$ cat src/inc/dcd_pkg.sv
/*
 * constants and types for the four-channel dma control decoder:
 * register offsets, control field positions, encodings and widths.
 * assumes a single 32-bit ahb-lite slave on core_clk_i.
 */
package dcd_pkg;
    localparam int NUM_CH = 4;
    localparam int ADDR_W = 32;

    // channel_control n at byte n*4; address pointers after them
    localparam logic [7:0] CTRL_BASE = 8'h00;
    localparam logic [7:0] SRC3_OFS = 8'h10;
    localparam logic [7:0] DST_OFS = 8'h14;
    localparam logic [7:0] STEP_OFS = 8'h18;
    localparam logic [7:0] STAT_OFS = 8'h1c;
    localparam logic [7:0] DATA_OFS = 8'h20;

    localparam int F_DI = 20;
    localparam int F_RO = 19;
    localparam int F_RL = 18;
    localparam int F_AM = 17;
    localparam int F_AL = 16;
    localparam int F_DM = 14;
    localparam int F_SM = 12;
    localparam int F_RS = 8;
    localparam int F_TS = 3;
    localparam logic [31:0] CTRL_RESET = 32'h0000_0000;
    // writable bits of bits 20..8 and 6..0 (bits 31..21 and 7 reserved)
    localparam logic [31:0] CTRL_WMASK = 32'h001f_ff7f;

    localparam logic [1:0] STEP_FIXED = 2'h0;
    localparam logic [1:0] STEP_INC = 2'h1;
    localparam logic [1:0] STEP_DEC = 2'h2;

    localparam logic [1:0] SIZE_BYTE = 2'h0;
    localparam logic [1:0] SIZE_WORD = 2'h1;
    localparam logic [1:0] SIZE_LONG = 2'h2;
    localparam logic [1:0] SIZE_16B = 2'h3;

    localparam logic [3:0] RS_EXT_DUAL = 4'h0;
    localparam logic [3:0] RS_EXT_MEM2DEV = 4'h2;
    localparam logic [3:0] RS_EXT_DEV2MEM = 4'h3;
    localparam logic [3:0] RS_AUTO = 4'h4;
    localparam logic [3:0] RS_EXPANSION = 4'h8;
    localparam logic [3:0] RS_SPA_TX = 4'ha;
    localparam logic [3:0] RS_SPA_RX = 4'hb;
    localparam logic [3:0] RS_SPB_TX = 4'hc;
    localparam logic [3:0] RS_SPB_RX = 4'hd;
    localparam logic [3:0] RS_CONV = 4'he;
    localparam logic [3:0] RS_TIMER = 4'hf;

    localparam logic [ADDR_W-1:0] INDIRECT_STEP = 32'h0000_0004;
    localparam int FIFO_DEPTH = 8;

    typedef enum logic [1:0] {
        DCD_XFER_SINGLE,
        DCD_XFER_DUAL_READ,
        DCD_XFER_DUAL_WRITE
    } dcd_phase_t;
endpackage

$ cat src/inc/dcd_stream_if.sv
/*
 * valid/ready word stream between the decoder core and its fifo.
 * assumes both ends share one clock.
 */
interface dcd_stream_if #(parameter int WIDTH = 32);
    logic valid;
    logic ready;
    logic [WIDTH-1:0] data;
    modport src (output valid, output data, input ready);
    modport dst (input valid, input data, output ready);
endinterface

$ cat src/hdl/dcd_fifo.sv
/*
 * synchronous fifo with parameter width and depth, valid/ready both sides.
 * assumes depth is a power of two and a single clock.
 */
module dcd_fifo #(
    parameter int WIDTH = 32,
    parameter int DEPTH = 8
) (
    input wire logic core_clk_i,
    input wire logic resetn_i,
    dcd_stream_if.dst in_if,
    dcd_stream_if.src out_if,
    output logic full_o,
    output logic empty_o
);
    localparam int AW = $clog2(DEPTH);
    logic [WIDTH-1:0] mem_ff [DEPTH];
    logic [AW:0] wr_ff, rd_ff;
    logic [AW:0] nxt_wr, nxt_rd;
    logic push, pop;

    assign full_o = (wr_ff[AW] != rd_ff[AW]) && (wr_ff[AW-1:0] == rd_ff[AW-1:0]);
    assign empty_o = (wr_ff == rd_ff);
    assign in_if.ready = !full_o;
    assign out_if.valid = !empty_o;
    assign out_if.data = mem_ff[rd_ff[AW-1:0]];
    assign push = in_if.valid && !full_o;
    assign pop = out_if.ready && !empty_o;

    always_comb begin
        nxt_wr = push ? wr_ff + 1'b1 : wr_ff;
        nxt_rd = pop ? rd_ff + 1'b1 : rd_ff;
    end

    always_ff @(posedge core_clk_i or negedge resetn_i) begin
        if (!resetn_i) begin
            wr_ff <= '0;
            rd_ff <= '0;
        end else begin
            wr_ff <= nxt_wr;
            rd_ff <= nxt_rd;
        end
    end

    // storage carries no reset; contents are only read once written
    always_ff @(posedge core_clk_i) begin
        if (push) begin
            mem_ff[wr_ff[AW-1:0]] <= in_if.data;
        end
    end
endmodule

$ cat src/hdl/dcd_chan_step.sv
/*
 * per-channel address step and request-source qualification.
 * assumes control fields come straight from the channel's control register.
 */
module dcd_chan_step #(
    parameter int CHAN = 0
) (
    input wire logic [31:0] ctrl_i,
    input wire logic [3:0] req_pins_i,
    input wire logic [5:0] periph_req_i,
    input wire logic expansion_req_i,
    output logic [31:0] dst_step_o,
    output logic [31:0] src_step_o,
    output logic legal_o,
    output logic req_o,
    output logic single_addr_o
);
    logic [1:0] size, dm, sm;
    logic [3:0] rs;
    logic indirect;
    logic [31:0] unit;
    logic ext_ok;

    always_comb begin
        size = ctrl_i[dcd_pkg::F_TS +: 2];
        dm = ctrl_i[dcd_pkg::F_DM +: 2];
        sm = ctrl_i[dcd_pkg::F_SM +: 2];
        rs = ctrl_i[dcd_pkg::F_RS +: 4];
        indirect = ctrl_i[dcd_pkg::F_DI];
        ext_ok = (CHAN < 2);
        unit = 32'h0000_0001 << size;
        if (size == dcd_pkg::SIZE_16B) begin
            unit = 32'h0000_0010;
        end
        legal_o = 1'b1;
        if (dm == 2'h3 || sm == 2'h3) begin
            legal_o = 1'b0;
        end
        if (size == dcd_pkg::SIZE_16B && (dm == dcd_pkg::STEP_DEC || sm == dcd_pkg::STEP_DEC)) begin
            legal_o = 1'b0;
        end
        unique case (dm)
            dcd_pkg::STEP_INC: dst_step_o = unit;
            dcd_pkg::STEP_DEC: dst_step_o = -unit;
            default: dst_step_o = '0;
        endcase
        unique case (sm)
            dcd_pkg::STEP_INC: src_step_o = indirect ? dcd_pkg::INDIRECT_STEP : unit;
            dcd_pkg::STEP_DEC: src_step_o = indirect ? -dcd_pkg::INDIRECT_STEP : -unit;
            default: src_step_o = '0;
        endcase
        single_addr_o = 1'b0;
        req_o = 1'b0;
        unique case (rs)
            dcd_pkg::RS_EXT_DUAL: req_o = ext_ok && req_pins_i[CHAN];
            dcd_pkg::RS_EXT_MEM2DEV, dcd_pkg::RS_EXT_DEV2MEM: begin
                req_o = ext_ok && req_pins_i[CHAN];
                single_addr_o = ext_ok;
            end
            dcd_pkg::RS_AUTO: req_o = 1'b1;
            dcd_pkg::RS_EXPANSION: req_o = expansion_req_i;
            dcd_pkg::RS_SPA_TX: req_o = periph_req_i[0];
            dcd_pkg::RS_SPA_RX: req_o = periph_req_i[1];
            dcd_pkg::RS_SPB_TX: req_o = periph_req_i[2];
            dcd_pkg::RS_SPB_RX: req_o = periph_req_i[3];
            dcd_pkg::RS_CONV: req_o = periph_req_i[4];
            dcd_pkg::RS_TIMER: req_o = periph_req_i[5];
            default: legal_o = 1'b0;
        endcase
        if (!legal_o) begin
            req_o = 1'b0;
            dst_step_o = '0;
            src_step_o = '0;
        end
    end
endmodule

$ cat src/hdl/dcd_ctrl_decode.sv
/*
 * four-channel dma control register decode: ahb-lite slave holding the
 * channel control registers, a destination pointer stepped once in each cycle
 * with a granted request and fifo room, a source pointer stepped only on channel 2 or 3 grants, acknowledge pin polarity, and a fifo of the source pointer
 * value at each granted step, taken before it moves, for the transfer engine downstream.
 * assumes one ahb-lite master, word transfers, and request pins from
 * outside the clock domain.
 */
// The AHB-Lite interface to the registers and the register offsets were decided locally.
module dcd_ctrl_decode #(
    parameter int FIFO_DEPTH = dcd_pkg::FIFO_DEPTH
) (
    input wire logic core_clk_i,
    input wire logic resetn_i,
    input wire logic hsel_i,
    input wire logic [31:0] haddr_i,
    input wire logic [1:0] htrans_i,
    input wire logic hwrite_i,
    input wire logic [2:0] hsize_i,
    input wire logic [31:0] hwdata_i,
    input wire logic hready_i,
    output logic [31:0] hrdata_o,
    output logic hreadyout_o,
    output logic hresp_o,
    input wire logic [3:0] transfer_request_in_i,
    input wire logic [5:0] periph_req_i,
    input wire logic [3:0] expansion_req_i,
    input wire logic [3:0] grant_i,
    input wire logic [1:0] xfer_phase_i,
    output logic [1:0] request_acknowledge_out_o,
    output logic [1:0] transfer_acknowledge_out_o,
    output logic [3:0] chan_req_o,
    output logic [3:0] single_addr_o,
    output logic [31:0] src_addr_o,
    output logic src_valid_o,
    input wire logic src_ready_i
);
    logic [31:0] ctrl_ff [dcd_pkg::NUM_CH];
    logic [31:0] nxt_ctrl [dcd_pkg::NUM_CH];
    logic [31:0] src3_ff, nxt_src3, dst_ff, nxt_dst, src3_init_ff, nxt_src3_init;
    logic [3:0] req_meta_ff, req_sync_ff;
    logic [31:0] dst_step [dcd_pkg::NUM_CH];
    logic [31:0] src_step [dcd_pkg::NUM_CH];
    logic [3:0] legal, req;
    logic wr_pend_ff, nxt_wr_pend, nxt_rd_pend;
    logic [7:0] addr_ff, nxt_addr;
    logic [31:0] rdata_ff, nxt_rdata;
    logic [3:0] hit;
    logic [1:0] request_acknowledge_out_ff, nxt_request_acknowledge_out, transfer_acknowledge_out_ff, nxt_transfer_acknowledge_out;
    logic fifo_full, fifo_empty;
    logic [1:0] sel;

    dcd_stream_if #(.WIDTH(32)) push_if ();
    dcd_stream_if #(.WIDTH(32)) pop_if ();

    // the fifo's readiness gates grants: a granted step without room is dropped
    assign hit = grant_i & req & {4{push_if.ready}};
    assign push_if.valid = |hit;
    assign push_if.data = src3_ff;
    assign src_addr_o = pop_if.data;
    assign src_valid_o = pop_if.valid;
    assign pop_if.ready = src_ready_i;

    dcd_fifo #(.WIDTH(32), .DEPTH(FIFO_DEPTH)) u_fifo (
        .core_clk_i(core_clk_i),
        .resetn_i(resetn_i),
        .in_if(push_if),
        .out_if(pop_if),
        .full_o(fifo_full),
        .empty_o(fifo_empty)
    );

    genvar g;
    generate
        for (g = 0; g < dcd_pkg::NUM_CH; g++) begin : g_ch
            dcd_chan_step #(.CHAN(g)) u_step (
                .ctrl_i(ctrl_ff[g]),
                .req_pins_i(req_sync_ff),
                .periph_req_i(periph_req_i),
                .expansion_req_i(expansion_req_i[g]),
                .dst_step_o(dst_step[g]),
                .src_step_o(src_step[g]),
                .legal_o(legal[g]),
                .req_o(req[g]),
                .single_addr_o(single_addr_o[g])
            );
        end
    endgenerate

    assign chan_req_o = req;
    assign hreadyout_o = 1'b1;
    assign hresp_o = 1'b0;
    assign hrdata_o = rdata_ff;
    assign request_acknowledge_out_o = request_acknowledge_out_ff;
    assign transfer_acknowledge_out_o = transfer_acknowledge_out_ff;
    assign sel = hit[3] ? 2'h3 : hit[2] ? 2'h2 : hit[1] ? 2'h1 : 2'h0;

    always_comb begin
        nxt_wr_pend = 1'b0;
        nxt_rd_pend = 1'b0;
        nxt_addr = addr_ff;
        if (hsel_i && hready_i && htrans_i[1]) begin
            nxt_wr_pend = hwrite_i;
            nxt_rd_pend = !hwrite_i;
            nxt_addr = haddr_i[7:0];
        end
    end

    always_comb begin
        for (int i = 0; i < dcd_pkg::NUM_CH; i++) begin
            nxt_ctrl[i] = ctrl_ff[i];
            if (wr_pend_ff && addr_ff == dcd_pkg::CTRL_BASE + 8'(i * 4)) begin
                nxt_ctrl[i] = hwdata_i & dcd_pkg::CTRL_WMASK;
                if (i != 3) nxt_ctrl[i][dcd_pkg::F_DI] = 1'b0;
                if (i != 2) nxt_ctrl[i][dcd_pkg::F_RO] = 1'b0;
                if (i >= 2) begin
                    nxt_ctrl[i][dcd_pkg::F_RL] = 1'b0;
                    nxt_ctrl[i][dcd_pkg::F_AM] = 1'b0;
                    nxt_ctrl[i][dcd_pkg::F_AL] = 1'b0;
                    nxt_ctrl[i][6] = 1'b0;
                end
            end
        end
        nxt_src3 = src3_ff;
        nxt_src3_init = src3_init_ff;
        nxt_dst = dst_ff;
        if (push_if.valid) begin
            nxt_dst = dst_ff + dst_step[sel];
            if (hit[3] || hit[2]) begin
                nxt_src3 = src3_ff + src_step[sel];
            end
            // reload: pointer returns to its initial value each channel 2 step
            if (hit[2] && ctrl_ff[2][dcd_pkg::F_RO]) nxt_src3 = src3_init_ff;
        end
        if (wr_pend_ff && addr_ff == dcd_pkg::SRC3_OFS) begin
            nxt_src3 = hwdata_i;
            nxt_src3_init = hwdata_i;
        end
        if (wr_pend_ff && addr_ff == dcd_pkg::DST_OFS) nxt_dst = hwdata_i;
    end

    always_comb begin
        nxt_rdata = rdata_ff;
        if (nxt_rd_pend) begin
            unique case (haddr_i[7:0])
                8'h00, 8'h04, 8'h08, 8'h0c: nxt_rdata = ctrl_ff[haddr_i[3:2]];
                dcd_pkg::SRC3_OFS: nxt_rdata = src3_ff;
                dcd_pkg::DST_OFS: nxt_rdata = dst_ff;
                dcd_pkg::STEP_OFS: nxt_rdata = src_step[3];
                dcd_pkg::STAT_OFS: nxt_rdata = {22'h0, fifo_empty, fifo_full, req, legal};
                default: nxt_rdata = 32'h0000_0000;
            endcase
        end
    end

    always_comb begin
        for (int i = 0; i < 2; i++) begin
            // asserted level is the polarity bit itself: clear means active low
            nxt_request_acknowledge_out[i] = ~(req[i] ^ ctrl_ff[i][dcd_pkg::F_RL]);
            nxt_transfer_acknowledge_out[i] = ~ctrl_ff[i][dcd_pkg::F_AL];
            if (hit[i]) begin
                if (single_addr_o[i]
                    || (xfer_phase_i == dcd_pkg::DCD_XFER_DUAL_WRITE && ctrl_ff[i][dcd_pkg::F_AM])
                    || (xfer_phase_i == dcd_pkg::DCD_XFER_DUAL_READ && !ctrl_ff[i][dcd_pkg::F_AM])) begin
                    nxt_transfer_acknowledge_out[i] = ctrl_ff[i][dcd_pkg::F_AL];
                end
            end
        end
    end

    always_ff @(posedge core_clk_i or negedge resetn_i) begin
        if (!resetn_i) begin
            for (int i = 0; i < dcd_pkg::NUM_CH; i++) ctrl_ff[i] <= dcd_pkg::CTRL_RESET;
            src3_ff <= '0;
            src3_init_ff <= '0;
            dst_ff <= '0;
            req_meta_ff <= '0;
            req_sync_ff <= '0;
            wr_pend_ff <= 1'b0;
            addr_ff <= '0;
            rdata_ff <= '0;
            request_acknowledge_out_ff <= 2'h3;
            transfer_acknowledge_out_ff <= 2'h3;
        end else begin
            ctrl_ff <= nxt_ctrl;
            src3_ff <= nxt_src3;
            src3_init_ff <= nxt_src3_init;
            dst_ff <= nxt_dst;
            req_meta_ff <= ~transfer_request_in_i;
            req_sync_ff <= req_meta_ff;
            wr_pend_ff <= nxt_wr_pend;
            addr_ff <= nxt_addr;
            rdata_ff <= nxt_rdata;
            request_acknowledge_out_ff <= nxt_request_acknowledge_out;
            transfer_acknowledge_out_ff <= nxt_transfer_acknowledge_out;
        end
    end
endmodule

$ cat config.mk
export PLATFORM = sky130hd
export DESIGN_NAME = dcd_ctrl_decode
export DESIGN_NICKNAME = d
export VERILOG_FILES = /design/src/inc/dcd_pkg.sv /design/src/inc/dcd_stream_if.sv /design/src/hdl/dcd_fifo.sv /design/src/hdl/dcd_chan_step.sv /design/src/hdl/dcd_ctrl_decode.sv
export SDC_FILE = /design/constraint.sdc
export NUM_CORES = 1
export LEC_CHECK = 0
export BUFFER_PORTS_ARGS = -buffer_cell sky130_fd_sc_hd__buf_2
export CAP_MARGIN = 20
export CORE_UTILIZATION = 55
export CTS_CLUSTER_DIAMETER = 150
export CTS_CLUSTER_SIZE = 10
export DETAILED_ROUTE_END_ITERATION = 10
export GPL_TIMING_DRIVEN = 0
export PLACE_DENSITY = 0.75
export SETUP_SLACK_MARGIN = 0.15
export SYNTH_ARGS = -nofsm -noshare
export SYNTH_HDL_FRONTEND = slang
export SYNTH_HIERARCHICAL = 1
export SYNTH_SLANG_ARGS = --single-unit
$ cat constraint.sdc
create_clock -name core_clk_i -period 11.6 [get_ports core_clk_i]
set_input_delay 2.32 -clock core_clk_i [delete_from_list [all_inputs] [get_ports core_clk_i]]
set_output_delay 2.32 -clock core_clk_i [all_outputs]
set_load 0.01 [all_outputs]
==> flow_metrics.tcl <==
set metrics [dict create \
    outcome "complete, no violations" \
    gp_congestion 1.03 \
    grt_overflow 0 \
    ctsResizeCount 0 \
    power_density_mw_per_mm2 194 \
    worstSetupEndpointType "register" \
    r2r_slack_ns 4.01 \
    period_minus_slack_ns 8.42 \
    worst_pin_slew_ns 1.11 \
    pre_cts_slack_ns 2.83 \
    hold_viol 0 \
    slowest_stage "o21ai_1" \
    grt_setup_unrepaired "false" \
    io_pins 174 \
    n_antenna_cell 0 \
    mostFrequentLayoutCells "256 x edfxtp_1, 233 x nand2_1, 223 x buf_4" \
    critPathKind "input port to register" \
    dr.pass1.iters 8 \
    crit_chain "buf_2, mux4_2, nand3_1, a41oi_2, nand3_1, clkbuf_1, o21ai_1, clkbuf_1, a221oi_1, a21oi_1, ha_1, inv_1, fa_1, nor2b_1, o2111ai_1, a41oi_1, a21oi_1, o31ai_2, a31oi_1, o21ai_1, xnor2_1, o221ai_1" \
    die_w_um 229 \
    seqCellArea_mm2 0.0132 \
    ant_nets 0 \
    reg2reg_depth 24 \
    place_hpwl_um 67400 \
    fin_hold_ws_ns 0.351 \
    r2r_start "ctrl_ff[76]" \
    fillers 3956 \
    vias 21600 \
    postLayoutCellArea_mm2 0.0319 \
    io_buffers 136 \
    clock-sinks 475 \
    wl_um 89700 \
    fin_cells 3455 \
    area_growth_pct 13.1 \
    core_area_mm2 0.0504 \
    min_from "req_meta_ff[0]" \
    clockRootBuffer "clkbuf_16" \
    p_total_mw 6.18 \
    multi_input_area_mm2 0.0128 \
    die_area_mm2 0.0522 \
    fin_tns_setup_ns 0 \
    place_area_mm2 0.0303 \
    drcViolationCount 0 \
    drt_iter0_drc 1962 \
    drv_slew 0 \
    drive_gt1_share_pct 26.4 \
    cts_buffer_depth 3 \
    die_h_um 229 \
    htreeDepth 2 \
    maxCapViolations 0 \
    period_share_pct 72.6 \
    clock_latency_ns 0.61 \
    path_max_fanout 10 \
    worstSetupStartpointType "input port" \
    ctsHoldBuffers 0 \
    grt_antenna_before_repair 1 \
    rows 82 \
    irDropWorstVdd_mv 0.0960 \
    cp.arrival_ns 8.89 \
    final_common_cell "edfxtp_1" \
    routedWlPerCell_um 26.0 \
    placed_cells 3359 \
    cts_setup_buffers 0 \
    vias_per_cell 6.25 \
    utilization_pct 63.4 \
    grt_pass1_wl_um 134000 \
    startpoint "periph_req_i[3]" \
    setup_slack_ns 3.18 \
    avgSynthCellArea_um2 11.3 \
    worstHoldPathType "register to register" \
    synth_area_mm2 0.0282 \
    cts_buffers 53 \
    required_ns 12.07 \
    nets 2941 \
    clkTransAtPathRegs_ns 0.06 \
    slowest_delay_ns 0.83 \
    clock.fmax_ghz 0.119 \
    skew_ns 0.0381 \
    cellLeakagePower_nw 13.5 \
    grt_max_degree 120 \
    initial_utilization_pct 56.0 \
    grt_usage_pct 34.3 \
    setup_viol 0 \
    relSlewSlack_pct 25.6 \
    grt_pass1_vias 21700 \
    cp-endpoint "push_if.data[30]" \
    yosysWarnings 6 \
    synth_cells 2490 \
    cts_tree "done" \
    worstReg2RegEnd "push_if.data[30]" \
]
worst max-delay path, delay by kind of cell:
family	cells	cell delay, ns
and+or+nand+nor	3	0.78
xor gates and xnor gates	1	0.14
AOI/OAI and AO/OA	11	3.57
muxes	1	0.27
adders and majority gates	2	0.62
buffers and inverters	4	1.18
routing by layer:
layer | GRT usage (%) | vias to the layer above | part of all wire [%]
met5 | 0 | - | 0
met1 | 43.8 | 10800 | 40
met4 | 15.9 | 0 | 4.8
met3 | 5.28 | 221 | 6.6
met2 | 57.6 | 932 | 49
li1 | - | 9604 | -
layout make-up:
class	count	area share (%)
Multi-Input combinational cell	1632	40.2
Buffer	339	6.70
Sequential cell	475	41.3
Inverter	64	0.753
Clock buffer	89	4.58
Timing Repair Buffer	181	3.69
Clock inverter	3	0.149
Tap cell	672	2.63
power by group:
group          internal (mW)  switching [mW]
sequential              2.17           0.307
combinational          0.955            1.23
clock                  0.854           0.666
sequential cells by signal (all words and copies together), names as in the netlist:
| register | cells |
|---|---|
| u_fifo/rd_ff | 4 |
| src3_init_ff | 32 |
| hrdata_o | 32 |
| push_if.data | 32 |
| req_meta_ff | 2 |
| request_acknowledge_out_o | 2 |
| addr_ff | 8 |
| wr_pend_ff | 1 |
| u_fifo/mem_ff | 256 |
| dst_ff | 32 |
| u_fifo/wr_ff | 4 |
| transfer_acknowledge_out_o | 2 |
| req_sync_ff | 2 |
| ctrl_ff | 66 |
how the worst min path moves through the flow:
stage	slack [ns]	end	cells after the start
after CTS	0.35	req_sync_ff[1]	0
final	0.35	req_sync_ff[0]	0
after floorplan	0.33	req_sync_ff[0]	0
after global placement	0.33	req_sync_ff[1]	0
after detailed placement	0.34	req_sync_ff[1]	0
after global routing	0.36	req_sync_ff[0]	0
Note: power is estimated with default switching activity, not from simulation.
